### config.mk
export PLATFORM = sky130hd
export DESIGN_NAME = cblhbc_ctrl
export DESIGN_NICKNAME = d
export VERILOG_FILES = /design/src/cblhbc_pkg.sv /design/src/cblhbc_ctrl.sv
export SDC_FILE = /design/constraint.sdc
export NUM_CORES = 1
export LEC_CHECK = 0
export BUFFER_PORTS_ARGS = -buffer_cell sky130_fd_sc_hd__buf_2
export CAP_MARGIN = 30
export CORE_MARGIN = 10
export CORE_UTILIZATION = 53
export CTS_CLUSTER_SIZE = 14
export DETAILED_ROUTE_END_ITERATION = 12
export GPL_TIMING_DRIVEN = 0
export PLACE_DENSITY = 0.7
export SYNTH_ARGS = -nofsm -noshare
export SYNTH_HDL_FRONTEND = slang
export SYNTH_SLANG_ARGS = --single-unit
### constraint.sdc
create_clock -name clk -period 3.6 [get_ports clk]
set_clock_uncertainty 0.1 [all_clocks]
set_input_delay 0.72 -clock clk [delete_from_list [all_inputs] [get_ports clk]]
set_output_delay 0.72 -clock clk [all_outputs]
set_load 0.02 [all_outputs]
### src/cblhbc_pkg.sv
// Purpose: shared types and constants of the bus lock, hold and burst control block
// Assumes: one 10 MHz bus-state clock, all pin inputs synchronous to it
// Notes:   pin groups travel as packed structs; enables of pins are active low

// ****************************************************************
// package
// ****************************************************************
package cblhbc_pkg;

  // bus states of the engine
  typedef enum logic [2:0] {
    ST_IDLE,
    ST_ADDR,
    ST_DATA,
    ST_WAIT,
    ST_HOLD_FLOAT,
    ST_HOLD
  } cblhbc_state_t;

  // kinds of access that the core may request
  typedef enum logic [2:0] {
    ACC_READ,
    ACC_WRITE,
    ACC_RMW_READ,
    ACC_RMW_WRITE,
    ACC_INT_ACK
  } cblhbc_kind_t;

  // initialisation phases
  typedef enum logic [1:0] {
    INIT_SELF_TEST,
    INIT_CHECKSUM,
    INIT_RUN,
    INIT_DEAD
  } cblhbc_init_t;

  // one access request from the core
  typedef struct packed {
    cblhbc_kind_t kind;
    logic [2:0]   wordAddr;  // first word address
    logic [2:0]   lastBeat;  // beats in burst minus one
    logic [1:0]   byteLaneEnN;
  } cblhbc_req_t;

  // three-state bus pins driven by this block
  typedef struct packed {
    logic [1:0] byteLaneEnN;
    logic       burstLastN;
    logic [2:0] wordAddrBits;
  } cblhbc_pins_t;

  // field widths and idle values
  localparam int          WORD_ADDR_W    = 3;
  localparam logic [1:0]  LANES_OFF      = 2'h3;
  localparam logic [1:0]  LANES_BOTH     = 2'h0;
  localparam logic [2:0]  WORD_ADDR_RST  = 3'h0;
  localparam logic [2:0]  BEATS_RST      = 3'h0;
  // checksum covers eight 32-bit words, i.e. sixteen bus halfwords
  localparam int          CHK_WORDS      = 8;
  localparam logic [3:0]  CHK_LAST_HALF  = 4'(2 * CHK_WORDS - 1);
  localparam logic [2:0]  CHK_BURST_LAST = 3'h7;
  localparam logic [31:0] CHK_SUM_RST    = 32'h0000_0000;
  localparam logic [15:0] RD_DATA_RST    = 16'h0000;

endpackage
### src/cblhbc_ctrl.sv
// Purpose: bus lock, hold hand-off, byte lanes, burst-last and failure signalling
// Assumes: inputs synchronous to clk; lock line pulled up outside the device
// Notes:   the address/data pins and strobes are decoded elsewhere from busState
//
// Contract
// - at start of read-modify-write, sample the lock line before the read.
// - if lock already asserted, stall the read-modify-write until it is released.
// - lock found free: drive it low during the read's address state.
// - release lock during the address state of the closing write.
// - drive lock low throughout interrupt-acknowledge transactions.
// - either party may assert lock; each honours the other's assertion.
// - lock low at reset end: float every output until next reset.
// - upper lane enable qualifies bits 15..8, lower enable bits 7..0.
// - byte-lane enables match transferred bytes in every data state.
// - burst-last low in final data state and its wait states.
// - failure shown as burst-last low with both lane enables high.
// - failure shown only between reset release and first bus transaction; code also shows it in every idle state after a failed checksum.
// - failure asserted during self-test, deasserted when self-test passes.
// - eight words must sum to zero, else failure reasserted for good.
// - on grant: float bus outputs first, then raise acknowledge, enter hold.
// - request removed: drop acknowledge, go to idle or address state.
// - acknowledge always driven, low during reset; code floats it in float mode.
// - ready not asserted in a data state: insert a wait state.
// - increment the word address bits for each burst beat.
`timescale 1ns/1ns

module cblhbc_ctrl
  import cblhbc_pkg::*;
(
  // clock and reset
  input  wire logic         clk,
  input  wire logic         rst,
  // core access request
  input  wire logic         reqValid,
  input  cblhbc_req_t       req,
  output logic              reqReady,
  // core completion and read data
  output logic              accDone,
  output logic              rdValid,
  output logic [15:0]       rdData,
  // core self-test result
  input  wire logic         selfTestDone,
  input  wire logic         selfTestPass,
  // bus state for the address/data pin logic
  output cblhbc_state_t     busState,
  output logic              initFail,
  // bus inputs
  input  wire logic         readyN,
  input  wire logic [15:0]  busDataIn,
  input  wire logic         holdReq,
  // shared open-drain lock line
  input  wire logic         busLockIn,
  output logic              busLockOut,
  output logic              busLockOeN,
  // three-state bus control pins
  output cblhbc_pins_t      busPins,
  output logic              busPinsOeN,
  // hold acknowledge
  output logic              busGrantAck,
  output logic              busGrantAckOeN
);

  // ****************************************************************
  // registers
  // ****************************************************************
  cblhbc_state_t state_q, state_d;
  cblhbc_init_t  init_q;
  cblhbc_kind_t  kind_q, kind_d;
  logic [2:0]    beats_q, beats_d;
  logic [2:0]    wordAddr_q, wordAddr_d;
  logic [1:0]    lanes_q, lanes_d;
  logic          lockSeen_q, holdSeen_q;
  logic          lockDrive_q, lockDrive_d;
  logic          released_q;
  logic          floatMode_q;
  logic          floatNow;
  logic          fail_q;
  logic [3:0]    chkIdx_q;
  logic [31:0]   chkSum_q;
  logic [31:0]   chkSumNext;
  logic          internalGo, coreGo, startGo, beatDone, lastDone;
  cblhbc_req_t   startReq;

  // true while the engine sits in a data or wait state
  function automatic logic inData(input cblhbc_state_t s);
    inData = (s == ST_DATA) || (s == ST_WAIT);
  endfunction

  // true while the bus is handed to an external master
  function automatic logic inHold(input cblhbc_state_t s);
    inHold = (s == ST_HOLD_FLOAT) || (s == ST_HOLD);
  endfunction

  // ****************************************************************
  // input sampling
  // ****************************************************************
  // lock and hold taken into flops before the request and state decisions use them; float mode samples the raw lock
  always_ff @(posedge clk or posedge rst) begin
    if (rst) begin
      lockSeen_q <= 1'b1;
      holdSeen_q <= 1'b0;
    end else begin
      lockSeen_q <= busLockIn;
      holdSeen_q <= holdReq;
    end
  end

  // emulator float mode caught at the first edge after reset release
  always_ff @(posedge clk or posedge rst) begin
    if (rst) begin
      released_q  <= 1'b0;
      floatMode_q <= 1'b0;
    end else if (!released_q) begin
      released_q  <= 1'b1;
      floatMode_q <= ~busLockIn;
    end
  end

  // float also on the release edge itself, so no output is driven for one cycle
  assign floatNow = floatMode_q || (!released_q && !busLockIn);

  // ****************************************************************
  // request selection
  // ****************************************************************
  // checksum reads are two full-width eight-beat bursts from word zero
  assign internalGo = (init_q == INIT_CHECKSUM) && (state_q == ST_IDLE) && !holdSeen_q;

  // a read-modify-write read waits while someone else holds the lock
  always_comb begin
    // a pending hold must not block the write that frees our own lock
    reqReady = (init_q == INIT_RUN)
               && (((state_q == ST_IDLE) && (!holdSeen_q || lockDrive_q))
                   || ((state_q == ST_HOLD) && !holdSeen_q));
    if (req.kind == ACC_RMW_READ && !lockSeen_q) begin
      reqReady = 1'b0;
    end
  end

  assign coreGo  = reqValid && reqReady;
  assign startGo = internalGo || coreGo;

  always_comb begin
    startReq = req;
    if (internalGo) begin
      startReq.kind        = ACC_READ;
      startReq.wordAddr    = WORD_ADDR_RST;
      startReq.lastBeat    = CHK_BURST_LAST;
      startReq.byteLaneEnN = LANES_BOTH;
    end
  end

  assign beatDone = inData(state_q) && !readyN;
  assign lastDone = beatDone && (beats_q == BEATS_RST);

  // ****************************************************************
  // bus state sequencing
  // ****************************************************************
  // hold wins over a new access; never grant while we drive the lock
  always_comb begin
    state_d     = state_q;
    kind_d      = kind_q;
    beats_d     = beats_q;
    wordAddr_d  = wordAddr_q;
    lanes_d     = lanes_q;
    lockDrive_d = lockDrive_q;
    case (state_q)
      ST_IDLE: begin
        if (holdSeen_q && !lockDrive_q) begin
          state_d = ST_HOLD_FLOAT;
        end else if (startGo) begin
          state_d    = ST_ADDR;
          kind_d     = startReq.kind;
          beats_d    = startReq.lastBeat;
          wordAddr_d = startReq.wordAddr;
          lanes_d    = startReq.byteLaneEnN;
          if (startReq.kind == ACC_RMW_READ || startReq.kind == ACC_INT_ACK) begin
            lockDrive_d = 1'b1;
          end else if (startReq.kind == ACC_RMW_WRITE) begin
            lockDrive_d = 1'b0;
          end
        end
      end
      ST_ADDR: begin
        state_d = ST_DATA;
      end
      ST_DATA, ST_WAIT: begin
        if (readyN) begin
          state_d = ST_WAIT;
        end else if (beats_q == BEATS_RST) begin
          state_d = ST_IDLE;
          if (kind_q == ACC_INT_ACK) begin
            lockDrive_d = 1'b0;
          end
        end else begin
          state_d    = ST_DATA;
          beats_d    = beats_q - 3'h1;
          wordAddr_d = wordAddr_q + 3'h1;
        end
      end
      ST_HOLD_FLOAT: begin
        state_d = ST_HOLD;
      end
      ST_HOLD: begin
        // request gone: straight to address state if a core access waits
        if (!holdSeen_q) begin
          state_d = ST_IDLE;
          if (coreGoFromHold(reqValid, req, init_q, lockSeen_q)) begin
            state_d    = ST_ADDR;
            kind_d     = req.kind;
            beats_d    = req.lastBeat;
            wordAddr_d = req.wordAddr;
            lanes_d    = req.byteLaneEnN;
            if (req.kind == ACC_RMW_READ || req.kind == ACC_INT_ACK) begin
              lockDrive_d = 1'b1;
            end else if (req.kind == ACC_RMW_WRITE) begin
              lockDrive_d = 1'b0;
            end
          end
        end
      end
      default: begin
        state_d = ST_IDLE;
      end
    endcase
  end

  // a held core request may start on the release edge of hold
  function automatic logic coreGoFromHold(input logic v, input cblhbc_req_t r,
                                          input cblhbc_init_t ph, input logic lockFree);
    coreGoFromHold = v && (ph == INIT_RUN) && (r.kind != ACC_RMW_READ || lockFree);
  endfunction

  // engine registers
  always_ff @(posedge clk or posedge rst) begin
    if (rst) begin
      state_q     <= ST_IDLE;
      kind_q      <= ACC_READ;
      beats_q     <= BEATS_RST;
      wordAddr_q  <= WORD_ADDR_RST;
      lanes_q     <= LANES_OFF;
      lockDrive_q <= 1'b0;
    end else begin
      state_q     <= state_d;
      kind_q      <= kind_d;
      beats_q     <= beats_d;
      wordAddr_q  <= wordAddr_d;
      lanes_q     <= lanes_d;
      lockDrive_q <= lockDrive_d;
    end
  end

  // ****************************************************************
  // initialisation and checksum
  // ****************************************************************
  assign chkSumNext = chkSum_q + (chkIdx_q[0] ? {busDataIn, 16'h0000} : {16'h0000, busDataIn});

  // failure stays up through self-test; a bad sum latches it for good
  always_ff @(posedge clk or posedge rst) begin
    if (rst) begin
      init_q   <= INIT_SELF_TEST;
      fail_q   <= 1'b1;
      chkIdx_q <= 4'h0;
      chkSum_q <= CHK_SUM_RST;
    end else begin
      case (init_q)
        INIT_SELF_TEST: begin
          if (selfTestDone) begin
            init_q <= selfTestPass ? INIT_CHECKSUM : INIT_DEAD;
            fail_q <= ~selfTestPass;
          end
        end
        INIT_CHECKSUM: begin
          if (beatDone) begin
            chkIdx_q <= chkIdx_q + 4'h1;
            chkSum_q <= chkSumNext;
            if (chkIdx_q == CHK_LAST_HALF) begin
              init_q <= (chkSumNext == CHK_SUM_RST) ? INIT_RUN : INIT_DEAD;
              fail_q <= (chkSumNext != CHK_SUM_RST);
            end
          end
        end
        INIT_RUN: begin
          fail_q <= 1'b0;
        end
        INIT_DEAD: begin
          fail_q <= 1'b1;
        end
        default: begin
          init_q <= INIT_DEAD;
        end
      endcase
    end
  end

  // ****************************************************************
  // core completion
  // ****************************************************************
  // checksum traffic is kept away from the core's completion signals
  always_ff @(posedge clk or posedge rst) begin
    if (rst) begin
      accDone <= 1'b0;
      rdValid <= 1'b0;
      rdData  <= RD_DATA_RST;
    end else begin
      accDone <= lastDone && (init_q == INIT_RUN);
      rdValid <= beatDone && (init_q == INIT_RUN);
      if (beatDone) begin
        rdData <= busDataIn;
      end
    end
  end

  // ****************************************************************
  // pin outputs
  // ****************************************************************
  // the lock pin only ever pulls low; release is by the enable alone
  assign busLockOut = 1'b0;

  // outputs registered from next-state values so they line up with the state
  always_ff @(posedge clk or posedge rst) begin
    if (rst) begin
      busState             <= ST_IDLE;
      busLockOeN           <= 1'b1;
      busPins.byteLaneEnN  <= LANES_OFF;
      busPins.burstLastN   <= 1'b1;
      busPins.wordAddrBits <= WORD_ADDR_RST;
      busPinsOeN           <= 1'b1;
      busGrantAck          <= 1'b0;
      busGrantAckOeN       <= 1'b0;
      initFail             <= 1'b1;
    end else begin
      busState             <= state_d;
      busLockOeN           <= floatNow | ~lockDrive_d;
      busPins.byteLaneEnN  <= inData(state_d) ? lanes_d : LANES_OFF;
      busPins.burstLastN   <= ~((inData(state_d) && beats_d == BEATS_RST)
                                || (fail_q && state_d == ST_IDLE));
      busPins.wordAddrBits <= wordAddr_d;
      busPinsOeN           <= floatNow | inHold(state_d);
      busGrantAck          <= (state_d == ST_HOLD);
      busGrantAckOeN       <= floatNow;
      initFail             <= fail_q;
    end
  end

endmodule

==> qor.yml <==
finish:
  antenna_cells: 0
  nFillCells: 916
  drive_gt1_share_pct: 25.62
  layout.cells.non_filler: 866
  design_area_sq_mm: 0.006704
  syn2layout_area_growth_pct: 17.76
  fin_nets: 796
floorplan:
  io_pins: 69
  rows: 37
  core_area_sq_mm: 0.01042
  start_util_pct: 54.65
  die_h_microns: 123.6
  die_area_sq_mm: 0.01529
  fp.dieW_microns: 123.6
route:
  ant_nets: 0
  num_vias: 5290
  wl_per_cell_microns: 19.46
  vias_per_cell: 6.109
  dr.pass1.iters: 5
  drt_wl_total_microns: 16860
  drt_iter0_markers: 462
  route.detailed.drc: 0
synth:
  synth_top_family_by_area: "simple AND/OR/NAND/NOR gates"
  synth.distinct_cells: 69
  syn_avg_cell_area_sq_um: 8.840
  synth_xor_xnor_area_share_pct: 4.462
  synthMuxAreaShare_pct: 5.253
  yosys_warnings: 0
  postSynthCellCount: 644
  async_flop_share_pct: 100.0
  synthAdderAreaFrac_pct: 8.044
  synthFlopType: "dfrtp_1"
  synth-compound-area-share_pct: 20.11
  synth-seq-cells: 84
  synth.yosys.seq_area_share_pct: 37.14
  synth_edf_count: 0
  synthesis.nets: 715
  syn_area_sq_mm: 0.005693
  synth-simple-area-share_pct: 22.07
power:
  power_density_mw_per_mm2: 464.6
  total_power_w: 0.003115
  p_leak_nw: 3.081
  peakVddDrop_mv: 0.3245
global_route:
  grt-ovfl-total: 0
  grt_max_degree: 49
  track_usage_pct: 21.94
  grt_pass1_vias: 5171
  antenna_found_initial: 0
  grt_pass1_wl_microns: 26540
clocking:
  cts_tree: "done"
  clk_path_buf_depth: 2
  cts_sinks: 84
  cts-root-buf: "clkbuf_8"
  clk_latency_ns: 0.37
  cts-buffers-inserted: 9
  cts_hold_buf: 0
  path_clk_slew_ns: 0.09
  htree_levels: 3
sta:
  setup_viol: 0
  fmax_mhz: 286.5
  holdWs_ns: 0.2774
  hold_violations: 0
  maxSlewViolCount: 0
  tightestPinTransition_ns: 0.9230
  max_slew_margin_pct: 37.99
  period_share_pct: 96.94
  setup_tns_ns: 0
  min_period_ns: 3.490
setup_path:
  crit_type: "flip-flop to flip-flop"
  worst_setup_path_end_kind: "flip-flop"
  worstPathArrival_ns: 3.65
  r2r-start: "chkIdx_q[0]"
  required_ns: 3.76
  startpoint_type: "flip-flop"
  critPathMaxFanout: 10
  crit_path_start: "chkIdx_q[0]"
place:
  port-buffer-count: 67
  place_area_sq_mm: 0.006228
  place_inst: 848
  gp_congestion: 0.9265
  hpwl_microns: 12950
run:
  drv_cap: 0
worst_hold_path:
  hold_class: "input port to asynchronous set/reset pin"
status:
  status: "completed"
per-layer routing:
| metal | track usage (%) | up-vias | part of all wire, % |
|---|---|---|---|
| met1 | 28.46 | 2613 | 44 |
| met4 | 6.769 | 0 | 1.9 |
| li1 | - | 2490 | - |
| met5 | 0 | - | 0 |
| met2 | 35.96 | 161 | 48 |
| met3 | 4.615 | 26 | 6.7 |
worst max-delay path: stages (launching register included):
cell       delay, ns
dfrtp_2         0.50
buf_2           0.20
and2_1          0.17
ha_1            0.27
buf_2           0.18
a21o_1          0.20
or2_1           0.25
o21bai_1        0.18
a31o_2          0.27
a31oi_4         0.17
xnor2_2         0.11
a2111oi_4       0.37
and4bb_1        0.30
o21ai_1         0.09
path summary, 6_finish.rpt:
kind,to,slack (ns),depth (start not counted)
max,init_q[0],0.11,13
min,rdData[0],0.28,2
max reg2reg,init_q[0],0.11,13
min reg2reg,initFail,0.28,0
max in group asynchronous,lanes_q[1],2.44,3
min in group clk,initFail,0.28,0
cell usage after synthesis (all sizes together), types with 13 or more instances:
library cell  count  area, sq um
a21oi            42        210.2
o21ai            63        319.0
nor2             39        146.4
ha               35        437.9
nor3             20        100.1
nand4            15        93.84
and2             19        118.9
nor2b            20        125.1
dfrtp            74         1852
mux2             23        259.0
xnor2            20        175.2
clkbuf           25        95.09
nand3            13        65.06
nand2            87        326.6
registers in the layout, indices dropped and copies added, names as in the netlist:
name / cells
busPinsOeN: 1
rdValid: 1
chkIdx_q: 4
accDone: 1
lockSeen_q: 1
kind_q: 3
released_q: 1
init_q: 2
initFail: 1
busGrantAck: 1
rdData: 16
busGrantAckOeN: 1
floatMode_q: 1
lanes_q: 2
fail_q: 1
lockDrive_q: 1
busLockOeN: 1
holdSeen_q: 1
busPins: 6
busState: 3
beats_q: 3
chkSum_q: 32
logic make-up after synthesis:
family                   Yosys count
AND/OR/NAND/NOR                  251
XOR/XNOR                          29
multiplexers                      27
adder cells (fa/ha/maj)           36
other                              2
flip-flops                        84
buffers and inverters             38
AO/OA/AOI/OAI                    177
through the flow:
step / setup WS, ns / utilization, %
6_report: 0.1101 / 64.36
5_1_grt: -0.02469 / 64.36
4_1_cts: 0.01323 / 62.17
3_5_place_dp: -0.5975 / 59.80
3_3_place_gp: -0.6182 / 59.51
2_1_floorplan: 0.1989 / -
layout by cell type, fill, tap and decap left out, types with 3 or more instances in the layout:
| cell | n |
|---|---|
| o21a_1 | 4 |
| nor4_1 | 3 |
| dfstp_2 | 10 |
| clkinv_2 | 3 |
| mux2_2 | 23 |
| or3_1 | 3 |
| ha_1 | 30 |
| or2_2 | 4 |
| xor2_1 | 9 |
| a21o_1 | 12 |
| buf_2 | 72 |
| a31oi_1 | 5 |
| inv_1 | 6 |
| dfrtp_1 | 73 |
| nand2b_1 | 7 |
| nor2_1 | 38 |
| clkbuf_8 | 10 |
| a21oi_2 | 8 |
| xnor2_1 | 19 |
| nor3_1 | 19 |
| nor2b_1 | 20 |
| a211oi_1 | 5 |
| nor3b_1 | 3 |
| clkbuf_1 | 13 |
| nand2_1 | 87 |
| a31o_2 | 4 |
| a2111oi_4 | 3 |
| o21ai_0 | 53 |
| o21ai_1 | 8 |
| o211ai_1 | 7 |
| buf_4 | 10 |
| nand4_1 | 15 |
| and3_1 | 6 |
| mux2i_1 | 4 |
| and2_1 | 19 |
| nand3_1 | 13 |
| a21oi_1 | 34 |
| ha_2 | 5 |
| o21bai_1 | 6 |
where the power goes:
| group | leakage [nW] | switching (W) | internal (W) |
|---|---|---|---|
| clock network | 0.102 | 0.000372 | 0.000339 |
| registers | 1.06 | 0.000114 | 0.00117 |
| logic | 1.92 | 0.000693 | 0.000424 |
| total | 3.08 | 0.00118 | 0.00194 |
timing repair:
action                     CTS  global route
cloned                       0             1
resized for setup           18            35
pin swaps                    9            14
buffers inserted             1             8
setup endpoints to repair    4             2
layout make-up:
cell class	count	area (sq um)	share of cell area (%)
buffer	23	115.1	1.717
timing repair buffer	78	435.4	6.495
clock buffer	10	137.6	2.053
multi-input combinational	522	3640	54.29
tap	136	170.2	2.538
clock inverter	6	61.31	0.9145
inverter	7	28.78	0.4293
sequential	84	2116	31.56
(Power assumes the default switching activity.)
